[config.mk]
export PLATFORM = sky130hd
export DESIGN_NAME = breaker_handshake_io_logic
export DESIGN_NICKNAME = d
export VERILOG_FILES = /design/src/brk_pkg.sv /design/src/brk_if.sv /design/src/breaker_handshake_io_logic.sv /design/src/brk_channel.sv
export SDC_FILE = /design/constraint.sdc
export NUM_CORES = 1
export LEC_CHECK = 0
export BUFFER_PORTS_ARGS = -buffer_cell sky130_fd_sc_hd__buf_2
export CORE_AREA = 2 2 185 187
export DETAILED_ROUTE_END_ITERATION = 6
export DIE_AREA = 0 0 187 189
export PLACE_DENSITY = 0.74
export SLEW_MARGIN = 20
export SYNTH_ARGS = -nofsm -noshare
export SYNTH_HDL_FRONTEND = slang
export SYNTH_SLANG_ARGS = --single-unit
[constraint.sdc]
create_clock -name ref_clk -period 16.3 [get_ports ref_clk]
set_input_delay 3.26 -clock ref_clk [delete_from_list [all_inputs] [get_ports ref_clk]]
set_output_delay 3.26 -clock ref_clk [all_outputs]
set_load 0.02 [all_outputs]
[src/brk_pkg.sv]
// Operation
// ready-to-close asserted before closing; released on consent or delay expiry, then close
// ready-to-open only for blackout openings; released on consent or delay, then open
// feedback input is active while breaker closed, inactive while open
// feedback not following command raises failed-open or failed-close warning
// feedback delay is the maximum time to reach commanded state
// without feedback, breaker state follows the command immediately
// source-powered breaker dropping open with source absent raises no close-failed warning
// override active: no open or close commands issued to that breaker
// during override, commands track reported state so release causes no motion
// request inputs honoured only in manual mode, like panel buttons
// external logic raises sync-request to use the internal synchronizer
// closure inhibit in auto, test or remote start opens mains breaker and holds it
// external synchronizer enabled by per-breaker enable and in-progress outputs
// externally managed breaker with internal synchronizer: synchronized output on sync
// feedback gives breaker state even under external command; shown on indicators
// open and close commands never asserted together
// inputs synchronized to the clock; delays timed by clock counters
package brk_pkg;
	localparam int CLK_HZ = 100_000_000;
	localparam int DELAY_UNIT_US = 1000;
	localparam int CYC_PER_UNIT = CLK_HZ / 1_000_000 * DELAY_UNIT_US;
	localparam int DLY_W = 16;
	// wide enough for the longest delay counted in clock cycles
	localparam int CNT_W = 33;
	typedef enum logic [1:0] {MODE_OFF, MODE_MAN, MODE_AUTO, MODE_TEST_REMOTE} op_mode_t;
	typedef enum {ST_OPEN, ST_WAIT_CLOSE_OK, ST_CLOSING, ST_CLOSED, ST_WAIT_OPEN_OK, ST_OPENING} brk_state_t;
endpackage : brk_pkg
[src/brk_if.sv]
`timescale 1ns/1ns
interface brk_if;
	logic close_req;
	logic open_req;
	logic blackout;
	logic override;
	logic feedback;
	logic fb_cfg;
	logic close_consent;
	logic close_consent_cfg;
	logic open_consent;
	logic open_consent_cfg;
	logic [15:0] consent_dly;
	logic [15:0] fb_dly;
	logic src_powered;
	logic src_live;
	logic ready_close;
	logic ready_open;
	logic close_cmd;
	logic open_cmd;
	logic state_closed;
	logic fail_close;
	logic fail_open;
	modport ctrl (input close_req, open_req, blackout, override, feedback, fb_cfg, close_consent,
		close_consent_cfg, open_consent, open_consent_cfg, consent_dly, fb_dly, src_powered, src_live,
		output ready_close, ready_open, close_cmd, open_cmd, state_closed, fail_close, fail_open);
	modport top (output close_req, open_req, blackout, override, feedback, fb_cfg, close_consent,
		close_consent_cfg, open_consent, open_consent_cfg, consent_dly, fb_dly, src_powered, src_live,
		input ready_close, ready_open, close_cmd, open_cmd, state_closed, fail_close, fail_open);
endinterface : brk_if

[src/breaker_handshake_io_logic.sv]
`timescale 1ns/1ns
module breaker_handshake_io_logic
	import brk_pkg::*;
(
	input wire logic ref_clk,
	input wire logic resetn,
	input wire op_mode_t mode,
	input wire logic mains_brk_close_consent_in,
	input wire logic mains_brk_open_consent_in,
	input wire logic gen_brk_close_consent_in,
	input wire logic gen_brk_open_consent_in,
	input wire logic mains_brk_feedback_in,
	input wire logic gen_brk_feedback_in,
	input wire logic mains_brk_override_in,
	input wire logic gen_brk_override_in,
	input wire logic mains_brk_close_request_in,
	input wire logic mains_brk_open_request_in,
	input wire logic gen_brk_close_request_in,
	input wire logic gen_brk_open_request_in,
	input wire logic mains_brk_sync_request_in,
	input wire logic gen_brk_sync_request_in,
	input wire logic mains_brk_inhibit_in,
	input wire logic mains_close_seq,
	input wire logic mains_open_seq,
	input wire logic gen_close_seq,
	input wire logic gen_open_seq,
	input wire logic mains_open_blackout,
	input wire logic gen_open_blackout,
	input wire logic [1:0] fb_cfg,
	input wire logic [1:0] close_consent_cfg,
	input wire logic [1:0] open_consent_cfg,
	input wire logic [DLY_W-1:0] consent_dly,
	input wire logic [DLY_W-1:0] fb_dly,
	input wire logic [1:0] src_powered,
	input wire logic mains_live,
	input wire logic gen_bus_live,
	input wire logic [1:0] ext_sync_used,
	input wire logic [1:0] ext_managed,
	input wire logic sync_reached,
	output logic mains_brk_ready_close_out,
	output logic mains_brk_ready_open_out,
	output logic gen_brk_ready_close_out,
	output logic gen_brk_ready_open_out,
	output logic mains_brk_close_cmd,
	output logic mains_brk_open_cmd,
	output logic gen_brk_close_cmd,
	output logic gen_brk_open_cmd,
	output logic mains_brk_closed_led,
	output logic gen_brk_closed_led,
	output logic mains_brk_fail_close,
	output logic mains_brk_fail_open,
	output logic gen_brk_fail_close,
	output logic gen_brk_fail_open,
	output logic gen_brk_sync_enable_out,
	output logic mains_brk_sync_enable_out,
	output logic sync_in_progress_out,
	output logic synchronized_out
);
	localparam int NIN = 13;
	logic [1:0] rst_sync;
	logic rst_n;
	logic [NIN-1:0] raw;
	logic [NIN-1:0] meta;
	logic [NIN-1:0] s;
	logic manual;
	logic inhibit_act;
	logic [1:0] sync_en;
	logic [1:0] sreq_meta;
	logic [1:0] sreq;
	logic internal_sync_hit;
	brk_if mb();
	brk_if gb();

	// reset falls at once but rises in step with the clock
	always_ff @(posedge ref_clk or negedge resetn) begin
		if (!resetn) rst_sync <= 2'h0;
		else rst_sync <= {rst_sync[0], 1'b1};
	end
	assign rst_n = rst_sync[1];

	assign raw = {mains_brk_close_consent_in, mains_brk_open_consent_in, gen_brk_close_consent_in,
		gen_brk_open_consent_in, mains_brk_feedback_in, gen_brk_feedback_in, mains_brk_override_in,
		gen_brk_override_in, mains_brk_close_request_in, mains_brk_open_request_in,
		gen_brk_close_request_in, gen_brk_open_request_in, mains_brk_inhibit_in};
	always_ff @(posedge ref_clk or negedge rst_n) begin
		if (!rst_n) begin
			meta <= '0;
			s <= '0;
		end else begin
			meta <= raw;
			s <= meta;
		end
	end

	// sync requests are pins as well and get the same two flops
	always_ff @(posedge ref_clk or negedge rst_n) begin
		if (!rst_n) begin
			sreq_meta <= 2'h0;
			sreq <= 2'h0;
		end else begin
			sreq_meta <= {gen_brk_sync_request_in, mains_brk_sync_request_in};
			sreq <= sreq_meta;
		end
	end

	assign manual = mode == MODE_MAN;
	assign inhibit_act = s[0] && (mode == MODE_AUTO || mode == MODE_TEST_REMOTE);

	////////////////////////////////////////////////////////////////////////////////
	assign mb.close_req = !inhibit_act && (mains_close_seq || (manual && s[4]));
	assign mb.open_req = inhibit_act || mains_open_seq || (manual && s[3]);
	assign mb.blackout = mains_open_blackout;
	assign mb.override = s[6];
	assign mb.feedback = s[8];
	assign mb.fb_cfg = fb_cfg[0];
	assign mb.close_consent = s[12];
	assign mb.close_consent_cfg = close_consent_cfg[0];
	assign mb.open_consent = s[11];
	assign mb.open_consent_cfg = open_consent_cfg[0];
	assign mb.consent_dly = consent_dly;
	assign mb.fb_dly = fb_dly;
	assign mb.src_powered = src_powered[0];
	assign mb.src_live = mains_live;
	assign gb.close_req = gen_close_seq || (manual && s[2]);
	assign gb.open_req = gen_open_seq || (manual && s[1]);
	assign gb.blackout = gen_open_blackout;
	assign gb.override = s[5];
	assign gb.feedback = s[7];
	assign gb.fb_cfg = fb_cfg[1];
	assign gb.close_consent = s[10];
	assign gb.close_consent_cfg = close_consent_cfg[1];
	assign gb.open_consent = s[9];
	assign gb.open_consent_cfg = open_consent_cfg[1];
	assign gb.consent_dly = consent_dly;
	assign gb.fb_dly = fb_dly;
	assign gb.src_powered = src_powered[1];
	assign gb.src_live = gen_bus_live;

	brk_channel u_mains (.ref_clk(ref_clk), .rst_n(rst_n), .b(mb));
	brk_channel u_gen (.ref_clk(ref_clk), .rst_n(rst_n), .b(gb));

	////////////////////////////////////////////////////////////////////////////////
	// sync enable only while a breaker not externally managed waits to close on an external synchronizer
	assign sync_en[0] = ext_sync_used[0] && !ext_managed[0] && mb.close_req && !mb.state_closed;
	assign sync_en[1] = ext_sync_used[1] && !ext_managed[1] && gb.close_req && !gb.state_closed;
	// internal synchronizer serving an externally managed breaker on request
	assign internal_sync_hit = sync_reached
		&& ((ext_managed[0] && sreq[0]) || (ext_managed[1] && sreq[1]));

	always_ff @(posedge ref_clk or negedge rst_n) begin
		if (!rst_n) begin
			mains_brk_ready_close_out <= 1'b0;
			mains_brk_ready_open_out <= 1'b0;
			gen_brk_ready_close_out <= 1'b0;
			gen_brk_ready_open_out <= 1'b0;
			mains_brk_close_cmd <= 1'b0;
			mains_brk_open_cmd <= 1'b0;
			gen_brk_close_cmd <= 1'b0;
			gen_brk_open_cmd <= 1'b0;
			mains_brk_closed_led <= 1'b0;
			gen_brk_closed_led <= 1'b0;
			mains_brk_fail_close <= 1'b0;
			mains_brk_fail_open <= 1'b0;
			gen_brk_fail_close <= 1'b0;
			gen_brk_fail_open <= 1'b0;
			gen_brk_sync_enable_out <= 1'b0;
			mains_brk_sync_enable_out <= 1'b0;
			sync_in_progress_out <= 1'b0;
			synchronized_out <= 1'b0;
		end else begin
			mains_brk_ready_close_out <= mb.ready_close;
			mains_brk_ready_open_out <= mb.ready_open;
			gen_brk_ready_close_out <= gb.ready_close;
			gen_brk_ready_open_out <= gb.ready_open;
			mains_brk_close_cmd <= mb.close_cmd;
			mains_brk_open_cmd <= mb.open_cmd;
			gen_brk_close_cmd <= gb.close_cmd;
			gen_brk_open_cmd <= gb.open_cmd;
			mains_brk_closed_led <= mb.state_closed;
			gen_brk_closed_led <= gb.state_closed;
			mains_brk_fail_close <= mb.fail_close;
			mains_brk_fail_open <= mb.fail_open;
			gen_brk_fail_close <= gb.fail_close;
			gen_brk_fail_open <= gb.fail_open;
			mains_brk_sync_enable_out <= sync_en[0];
			gen_brk_sync_enable_out <= sync_en[1];
			sync_in_progress_out <= |sync_en;
			synchronized_out <= internal_sync_hit;
		end
	end

	////////////////////////////////////////////////////////////////////////////////
	a_inhibit_no_close: assert property (@(posedge ref_clk) disable iff (!rst_n)
		inhibit_act |-> ##3 !mains_brk_close_cmd) else $error("mains closes under inhibit");
	a_sync_progress: assert property (@(posedge ref_clk) disable iff (!rst_n)
		sync_in_progress_out == (gen_brk_sync_enable_out || mains_brk_sync_enable_out))
		else $error("progress mismatch");

	// a ready output and its own command never stand in the same cycle
	a_ready_close_mains: assert property (@(posedge ref_clk) disable iff (!rst_n)
		mains_brk_ready_close_out |-> !mains_brk_close_cmd) else $error("mains closes while waiting");
	a_ready_close_gen: assert property (@(posedge ref_clk) disable iff (!rst_n)
		gen_brk_ready_close_out |-> !gen_brk_close_cmd) else $error("gen closes while waiting");
	a_ready_open_mains: assert property (@(posedge ref_clk) disable iff (!rst_n)
		mains_brk_ready_open_out |-> !mains_brk_open_cmd) else $error("mains opens while waiting");
	a_ready_open_gen: assert property (@(posedge ref_clk) disable iff (!rst_n)
		gen_brk_ready_open_out |-> !gen_brk_open_cmd) else $error("gen opens while waiting");

	// a synced override pin reaches the command outputs two edges later
	a_override_mains_idle: assert property (@(posedge ref_clk) disable iff (!rst_n)
		s[6] |-> ##2 !mains_brk_close_cmd && !mains_brk_open_cmd)
		else $error("mains commanded under override");
	a_override_gen_idle: assert property (@(posedge ref_clk) disable iff (!rst_n)
		s[5] |-> ##2 !gen_brk_close_cmd && !gen_brk_open_cmd)
		else $error("gen commanded under override");

	// no request from the external logic, no synchronized status
	a_synced_idle: assert property (@(posedge ref_clk) disable iff (!rst_n)
		!(|sreq) |=> !synchronized_out) else $error("synchronized without request");
endmodule : breaker_handshake_io_logic

[src/brk_channel.sv]
`timescale 1ns/1ns
module brk_channel
	import brk_pkg::*;
(
	input wire logic ref_clk,
	input wire logic rst_n,
	brk_if.ctrl b
);
	brk_state_t state;
	brk_state_t next_state;
	logic [CNT_W-1:0] timer;
	logic [CNT_W-1:0] consent_lim;
	logic [CNT_W-1:0] fb_lim;
	logic consent_done_c;
	logic consent_done_o;
	logic fb_closed;
	logic close_timeout;
	logic open_timeout;
	logic fail_close;
	logic fail_open;

	assign consent_lim = CNT_W'(b.consent_dly) * CNT_W'(CYC_PER_UNIT);
	assign fb_lim = CNT_W'(b.fb_dly) * CNT_W'(CYC_PER_UNIT);
	assign consent_done_c = !b.close_consent_cfg || b.close_consent || timer >= consent_lim;
	assign consent_done_o = !b.open_consent_cfg || b.open_consent || timer >= consent_lim;
	// without feedback the commanded state is taken as reached
	assign fb_closed = b.fb_cfg ? b.feedback : (state == ST_CLOSED || state == ST_CLOSING);
	assign close_timeout = timer >= fb_lim;
	assign open_timeout = timer >= fb_lim;

	always_comb begin
		next_state = state;
		if (b.override) begin
			next_state = fb_closed ? ST_CLOSED : ST_OPEN;
		end else begin
			unique case (state)
				ST_OPEN: if (b.close_req) next_state = ST_WAIT_CLOSE_OK;
					else if (b.fb_cfg && b.feedback) next_state = ST_CLOSED;
				ST_WAIT_CLOSE_OK: if (b.open_req) next_state = ST_OPEN;
					else if (consent_done_c) next_state = ST_CLOSING;
				// an open request, inhibit included, aborts a closing in progress
				ST_CLOSING: if (b.open_req) next_state = ST_OPENING;
					else if (fb_closed || close_timeout) next_state = fb_closed ? ST_CLOSED : ST_OPEN;
				ST_CLOSED: if (b.open_req) next_state = b.blackout ? ST_WAIT_OPEN_OK : ST_OPENING;
					else if (!fb_closed) next_state = ST_OPEN;
				ST_WAIT_OPEN_OK: if (consent_done_o) next_state = ST_OPENING;
				ST_OPENING: if (!fb_closed || open_timeout) next_state = fb_closed ? ST_CLOSED : ST_OPEN;
			endcase
		end
	end

	assign fail_close = !b.override && b.fb_cfg && ((state == ST_CLOSING && close_timeout && !b.feedback)
		|| (state == ST_CLOSED && !b.feedback && !(b.src_powered && !b.src_live)));
	assign fail_open = !b.override && b.fb_cfg && state == ST_OPENING && open_timeout && b.feedback;

	always_ff @(posedge ref_clk or negedge rst_n) begin
		if (!rst_n) begin
			state <= ST_OPEN;
			timer <= '0;
		end else begin
			state <= next_state;
			timer <= (next_state != state) ? '0 : timer + CNT_W'(1);
		end
	end

	always_ff @(posedge ref_clk or negedge rst_n) begin
		if (!rst_n) begin
			b.ready_close <= 1'b0;
			b.ready_open <= 1'b0;
			b.close_cmd <= 1'b0;
			b.open_cmd <= 1'b0;
			b.state_closed <= 1'b0;
			b.fail_close <= 1'b0;
			b.fail_open <= 1'b0;
		end else begin
			b.ready_close <= next_state == ST_WAIT_CLOSE_OK && b.close_consent_cfg;
			b.ready_open <= next_state == ST_WAIT_OPEN_OK && b.open_consent_cfg;
			// commands are exclusive by state encoding
			b.close_cmd <= !b.override && next_state == ST_CLOSING;
			b.open_cmd <= !b.override && next_state == ST_OPENING;
			b.state_closed <= fb_closed;
			b.fail_close <= (b.fail_close && !b.close_req) || fail_close;
			b.fail_open <= (b.fail_open && !b.open_req) || fail_open;
		end
	end

	a_cmd_exclusive: assert property (@(posedge ref_clk) disable iff (!rst_n)
		!(b.close_cmd && b.open_cmd)) else $error("open and close together");
	a_override_quiet: assert property (@(posedge ref_clk) disable iff (!rst_n)
		b.override |=> !b.close_cmd && !b.open_cmd) else $error("command under override");
endmodule : brk_channel

# After elaboration in Yosys (flattened, before gate mapping)
# Cells that the tools add are included.
dict set report totals {
  out_inout_bits 18
  inputBits 72
  register_bits 194
  word_cells 212
}
dict set report classes {
  add_sub_neg 2
  eq_ne 29
  muxes 32
  mul 2
  order_cmp 4
  reduce_logical 102
}
# cell n
set op_table {}
lappend op_table {{32-bit two-way mux} 22}
lappend op_table {{32-bit case mux with 6 select lines} 2}
lappend op_table {{32-bit by 3-bit == test with 1-bit output (second input constant)} 10}
lappend op_table {{32-bit by 2-bit == test with 1-bit output (second input constant)} 6}
lappend op_table {{32-bit by 4-bit == test with 1-bit output (second input constant)} 6}
lappend op_table {{33-bit greater-or-equal comparator} 4}
lappend op_table {{33-bit by 1-bit adder with 33-bit output (second input constant)} 2}
lappend op_table {{33-bit two-way mux} 2}
lappend op_table {{32-bit by 1-bit == test with 1-bit output (second input constant)} 2}
lappend op_table {{32-bit logical NOT} 2}
lappend op_table {{32-bit inequality test} 2}
lappend op_table {{16-bit by 12-bit multiplier with 28-bit output (second input constant)} 2}
lappend op_table {{1-bit logical AND} 49}
lappend op_table {{1-bit logical OR} 27}
lappend op_table {{1-bit logical NOT} 23}
lappend op_table {{2-bit == test (second input constant)} 2}
lappend op_table {{1-bit two-way mux} 4}
lappend op_table {{2-bit two-way mux} 2}
lappend op_table {{2-bit by 1-bit == test with 1-bit output (second input constant)} 1}
lappend op_table {{2-bit OR reduction} 1}

# Longest topological paths before layout
dict set report logic_depth {
  ltp_word 10
  ltp_mapped 37
  mapped_depth_nobuf 35
}

# By module
# Synthesis repeated with hierarchy kept, for this count alone.
dict set report hier_totals {
  hier_cells 2527
  hier_area_um2 24183.2
}
# module cells_each n_inst seq_area_each_um2 area_per_inst_um2
set modules_own_cells {}
lappend modules_own_cells {{brk_channel at u_mains} 1244 1 1801.7 11432.2}
lappend modules_own_cells {{brk_channel at u_gen} 1215 1 1801.7 11392.2}
lappend modules_own_cells {breaker_handshake_io_logic 68 1 1251.2 1358.8}

# Worst setup path before layout
# No wires, ideal clock.
dict set report synth_path {
  path_type {input to register}
  from {input consent_dly[1]}
  to {register u_gen.timer[15]}
  path_buffers 1
  arrival_ns 10.059
  path_stages 34
  path_slack_ns 6.121
  setup_time_ns 0.119
  required_ns 16.181
  cell_sequence {ha_1 ha_1 inv_1 fa_1 inv_1 ha_1 inv_1 fa_1 inv_1 ha_1 a21oi_1 o21bai_1 a21o_1 a21oi_1 o21ai_0 o41ai_1 o2111ai_1 a31oi_1 o21ai_0 a2111o_1 o311ai_0 xor2_1 ha_1 a21o_1 a21oi_1 o21ai_0 a2111o_1 a21oi_1 o2111ai_1 mux2_1 and3_1 o21ai_4 buf_6 nor2_1}
}
dict set report synth_between {
  elab_chain_cells 9
  elab_cells_between_ends 11
  classes_between {mul (1); order compare (1); eq/ne (1); mux (6); reduce/logical (2)}
}
# item line
set synth_lines {}
lappend synth_lines {{start, declared} breaker_handshake_io_logic.sv:32} ;# input wire logic [DLY_W-1:0] consent_dly,
lappend synth_lines {{16-bit by 12-bit multiplier with 28-bit output (*)} brk_channel.sv:22} ;# assign consent_lim = CNT_W'(b.consent_dly) * CNT_W'(CYC_PER_UNIT);
lappend synth_lines {{33-bit greater-or-equal comparator (*)} {brk_channel.sv:24, brk_channel.sv:25}}
lappend synth_lines {{1-bit logical OR} brk_channel.sv:24} ;# assign consent_done_c = !b.close_consent_cfg || b.close_consent || timer >= consent_lim;
lappend synth_lines {{32-bit two-way mux} brk_channel.sv:40} ;# else if (consent_done_c) next_state = ST_CLOSING;
lappend synth_lines {{32-bit two-way mux} brk_channel.sv:39} ;# ST_WAIT_CLOSE_OK: if (b.open_req) next_state = ST_OPEN;
lappend synth_lines {{32-bit case mux with 6 select lines (*)} brk_channel.sv:36} ;# unique case (state)
lappend synth_lines {{32-bit two-way mux (*)} brk_channel.sv:33} ;# if (b.override) begin
lappend synth_lines {{32-bit inequality test (*)} brk_channel.sv:62} ;# timer <= (next_state != state) ? '0 : timer + CNT_W'(1);
lappend synth_lines {{33-bit two-way mux (*)} brk_channel.sv:62}
lappend synth_lines {{end signal, assigned} brk_channel.sv:62}
lappend synth_lines {{end, declared} brk_channel.sv:11} ;# logic [CNT_W-1:0] timer;
# Mark *: on every way between the ends. The rest lies on a longest branch, timed or not.

# Worst setup path in the final report
dict set report layout_path {
  from {input consent_dly[1]}
  to {register u_gen.timer[13]}
}
# The elaborated chain is that of the path after synthesis.

==> impl_results.md <==
- Post-synthesis adder-cell area fraction: 0.323
- Global-route wire length before repair: 64.3 mm
- CTS resizes: 0
- Diode count: 0
- Worst Hold Slack: 0.351 ns
- Port bufs: 89
- Max Cap Violations: 0
- Outcome: finished clean
- HP Start: u_mains.b.open_cmd
- Drt total wl: 37.4 mm
- Synthesis Warnings: 0
- Vias in the first global route: 13400
- Vias per inst: 5.59
- Worst-margin pin slew: 1.08 ns
- Placed cells: 2308
- Startpoint types: input pin
- Relative slew margins: 0.272
- Worst-Skew Late Latency: 0.45 ns
- Combinational power share: 0.638
- Pwr per Cell Area: 140 nW/µm²
- Final Hold Violating Endpoints: 0
- Netlist cell types: 83
- Synth top area share: 0.279
- Row count: 67
- CP Capture Type: flop
- Setup WS post-layout: 5.27 ns
- Share of post-route cells with drive strength above 1: 0.0962
- Setup tns final: 0 ns
- Pre-CTS WS: 4.88 ns
- Largest net degree at the start of global routing: 76
- Simple-gate area share of the yosys netlist: 0.157
- Clock transition at the registers of the reported paths: 0.08 ns
- Leak Pwr: 0.00981 µW
- Setup CP Type: in2reg
- Final Cycle Share: 0.677
- Hold-fix buffers, CTS: 0
- Fillers: 2849
- Worst vdd ir: 99.2 µV
- Max frequency: 0.0907 GHz
- Complex-gate fraction of the synthesized area: 0.116
- Clk pwr share: 0.166
- DRC viols: 0
- Fin. max-slew vios: 0
- WP data arrival: 11.31 ns
- Cell-internal power: 1390 µW
- Seq pwr share: 0.195
- 1st-iter DRT viols: 750
- Avg Cell Area, Syn: 9.72 µm²
- CTS Buffer Depth: 2
- Seq. cell area: 4860 µm²
- Sequential cell area fraction in the yosys report: 0.279
- Antenna viol nets, final: 0
- Most common cell on crit path: ha_1
- Sw Ratio: 0.476
- Clk sink count: 194
- Synth Area in XOR/XNOR: 0.0571
- Largest family of logic cells by synthesized area: adder cells
- Mux cell area share after synthesis: 0.00122
- GRT overflow: 0
- Worst flop-to-flop path startpoint: u_gen.timer[6]
- Die X: 187 µm
- Fin crit period: 11.03 ns
- CP max-delay cell: o21ai_4
- CTS Buf Count: 17
- Vias post-DR: 13100
- Multi-input gate area: 11400 µm²
- Post-synth top flop: dfrtp_1
- Final nets: 2349
- Core footprint: 33300 µm²
- Post-Syn Area: 17400 µm²
- Die Ht: 189 µm
- CTS root buffer: clkbuf_16
- RSZ-0062 raised after global routing: false
- Initial antenna violation count: 0
- Crit-path max cell delay: 0.72 ns
- IO Pins: 90
- Worst r2r dst: u_gen.timer[13]
- Synth async-reset ratio: 1.00
- Clk_skew: 0.0149 ns
- Hold path depth: 0
- Initial Util: 0.524
- First-pass DRT Iterations: 5
- Global router's overall resource usage: 0.221
- R2R cell count: 14
- Routed len/inst: 16.0 µm
- Layout Utilization: 0.569
- CTS tree: yes
- Flop and latch count out of synthesis: 194
- Largest fanout on the critical path: 33
- R2r setup slk: 11.45 ns
- Final setup vio count: 0
- Syn_nets: 2263
- Max H-tree Level: 4
- Leading cell type in the layout, fill and taps excluded: ha_1
- Data required time of the worst path: 16.58 ns
- Switch Pwr: 1270 µW
- Synth top area cells: dfrtp_1, ha_1, fa_1
- Hold EP: mains_brk_open_cmd
- Post-synth top area cell: dfrtp_1
- Die area: 35300 µm²
- Post-CTS Setup Repair Bufs: 0
- Routability cong.: 0.894
- P&R area growth vs syn: 8.74%
- Post-synth EDFFs: 0
- Synth Instances: 1793
- Most frequent cells in the layout: ha_1, inv_1, dfrtp_1
- Layout Cells excl Fill: 2340
- Worst min path class: reg2reg
- DP HPWL: 30.4 mm
[sequential cells by signal, summed over array words and instances, names as in the netlist, 2 cells and up]
signal	flops
s	13
rst_sync	2
u_mains.state	32
sreq_meta	2
u_gen.state	32
u_mains.timer	33
meta	13
u_gen.timer	33
sreq	2
[worst max-delay path, delay by kind of cell]
kind / cells / cell delay, ns
AOI/OAI and AO/OA: 19 / 4.90
xor gates and xnor gates: 1 / 0.25
adders and majority gates: 7 / 2.26
buffers and inverters: 5 / 0.31
muxes: 1 / 0.19
and+or+nand+nor: 1 / 0.12
[stage by stage]
stage	total power (µW)	instance area (µm²)
5_1_grt	2920	18900
6_report	2660	18900
3_5_place_dp	2200	18300
3_3_place_gp	2150	18300
2_1_floorplan	1810	17400
4_1_cts	2660	18900
[cell type report]
type                       instances  area share
multi-input combinational       1306       0.602
sequential                       194       0.256
inverter                         266      0.0527
tap                              448      0.0296
timing repair buffer              94      0.0255
clock buffer                      17      0.0225
clock inverter                    15      0.0110
[logic make-up after synthesis]
family	after synthesis
AO/OA/AOI/OAI	287
adder cells (fa/ha/maj)	401
XOR/XNOR	112
buffers and inverters	293
other	1
flip-flops	194
AND/OR/NAND/NOR	503
multiplexers	2
[synthesized netlist by cell type (14+ instances only)]
cell,number
clkbuf_1,16
xor2_1,59
o21ai_0,46
nor4_1,17
and3_1,23
fa_1,82
inv_1,266
ha_1,316
nor2_1,104
a21oi_1,71
nor3_2,31
o211ai_1,16
nand2b_1,14
a21o_1,35
xnor2_1,52
nand4_1,36
nor2b_1,20
and2_1,69
nor3_1,25
nand3_1,48
nand2_1,86
o21a_1,20
dfrtp_1,194
[metal layers]
metal	wire length [µm]	global-route usage	up-vias
met1	16700	0.290	6354
li1	-	-	6354
met2	18300	0.383	304
met3	1710	0.0334	64
met5	0	0	-
met4	709	0.0568	0
[power groups by stage]
stage	sequential (µW)	combinational (µW)	clock, µW
finish	519	1700	442
floorplan	525	1280	0
global placement	529	1630	0
global route	523	1920	469
CTS	520	1690	451
detailed placement	529	1670	0
[how the worst max path moves through the flow]
stage | from | to | slack [ns] | cells after the start
6_report | consent_dly[1] | u_gen.timer[13] | 5.27 | 34
5_1_grt | consent_dly[2] | u_gen.timer[5] | 4.36 | 34
4_1_cts | consent_dly[1] | u_gen.timer[2] | 5.32 | 34
3_5_place_dp | consent_dly[1] | u_gen.timer[2] | 4.88 | 34
3_3_place_gp | consent_dly[1] | u_gen.timer[9] | 5.09 | 34
2_1_floorplan | consent_dly[1] | u_gen.timer[15] | 6.12 | 34
Note: power is estimated with default switching activity, not from simulation.
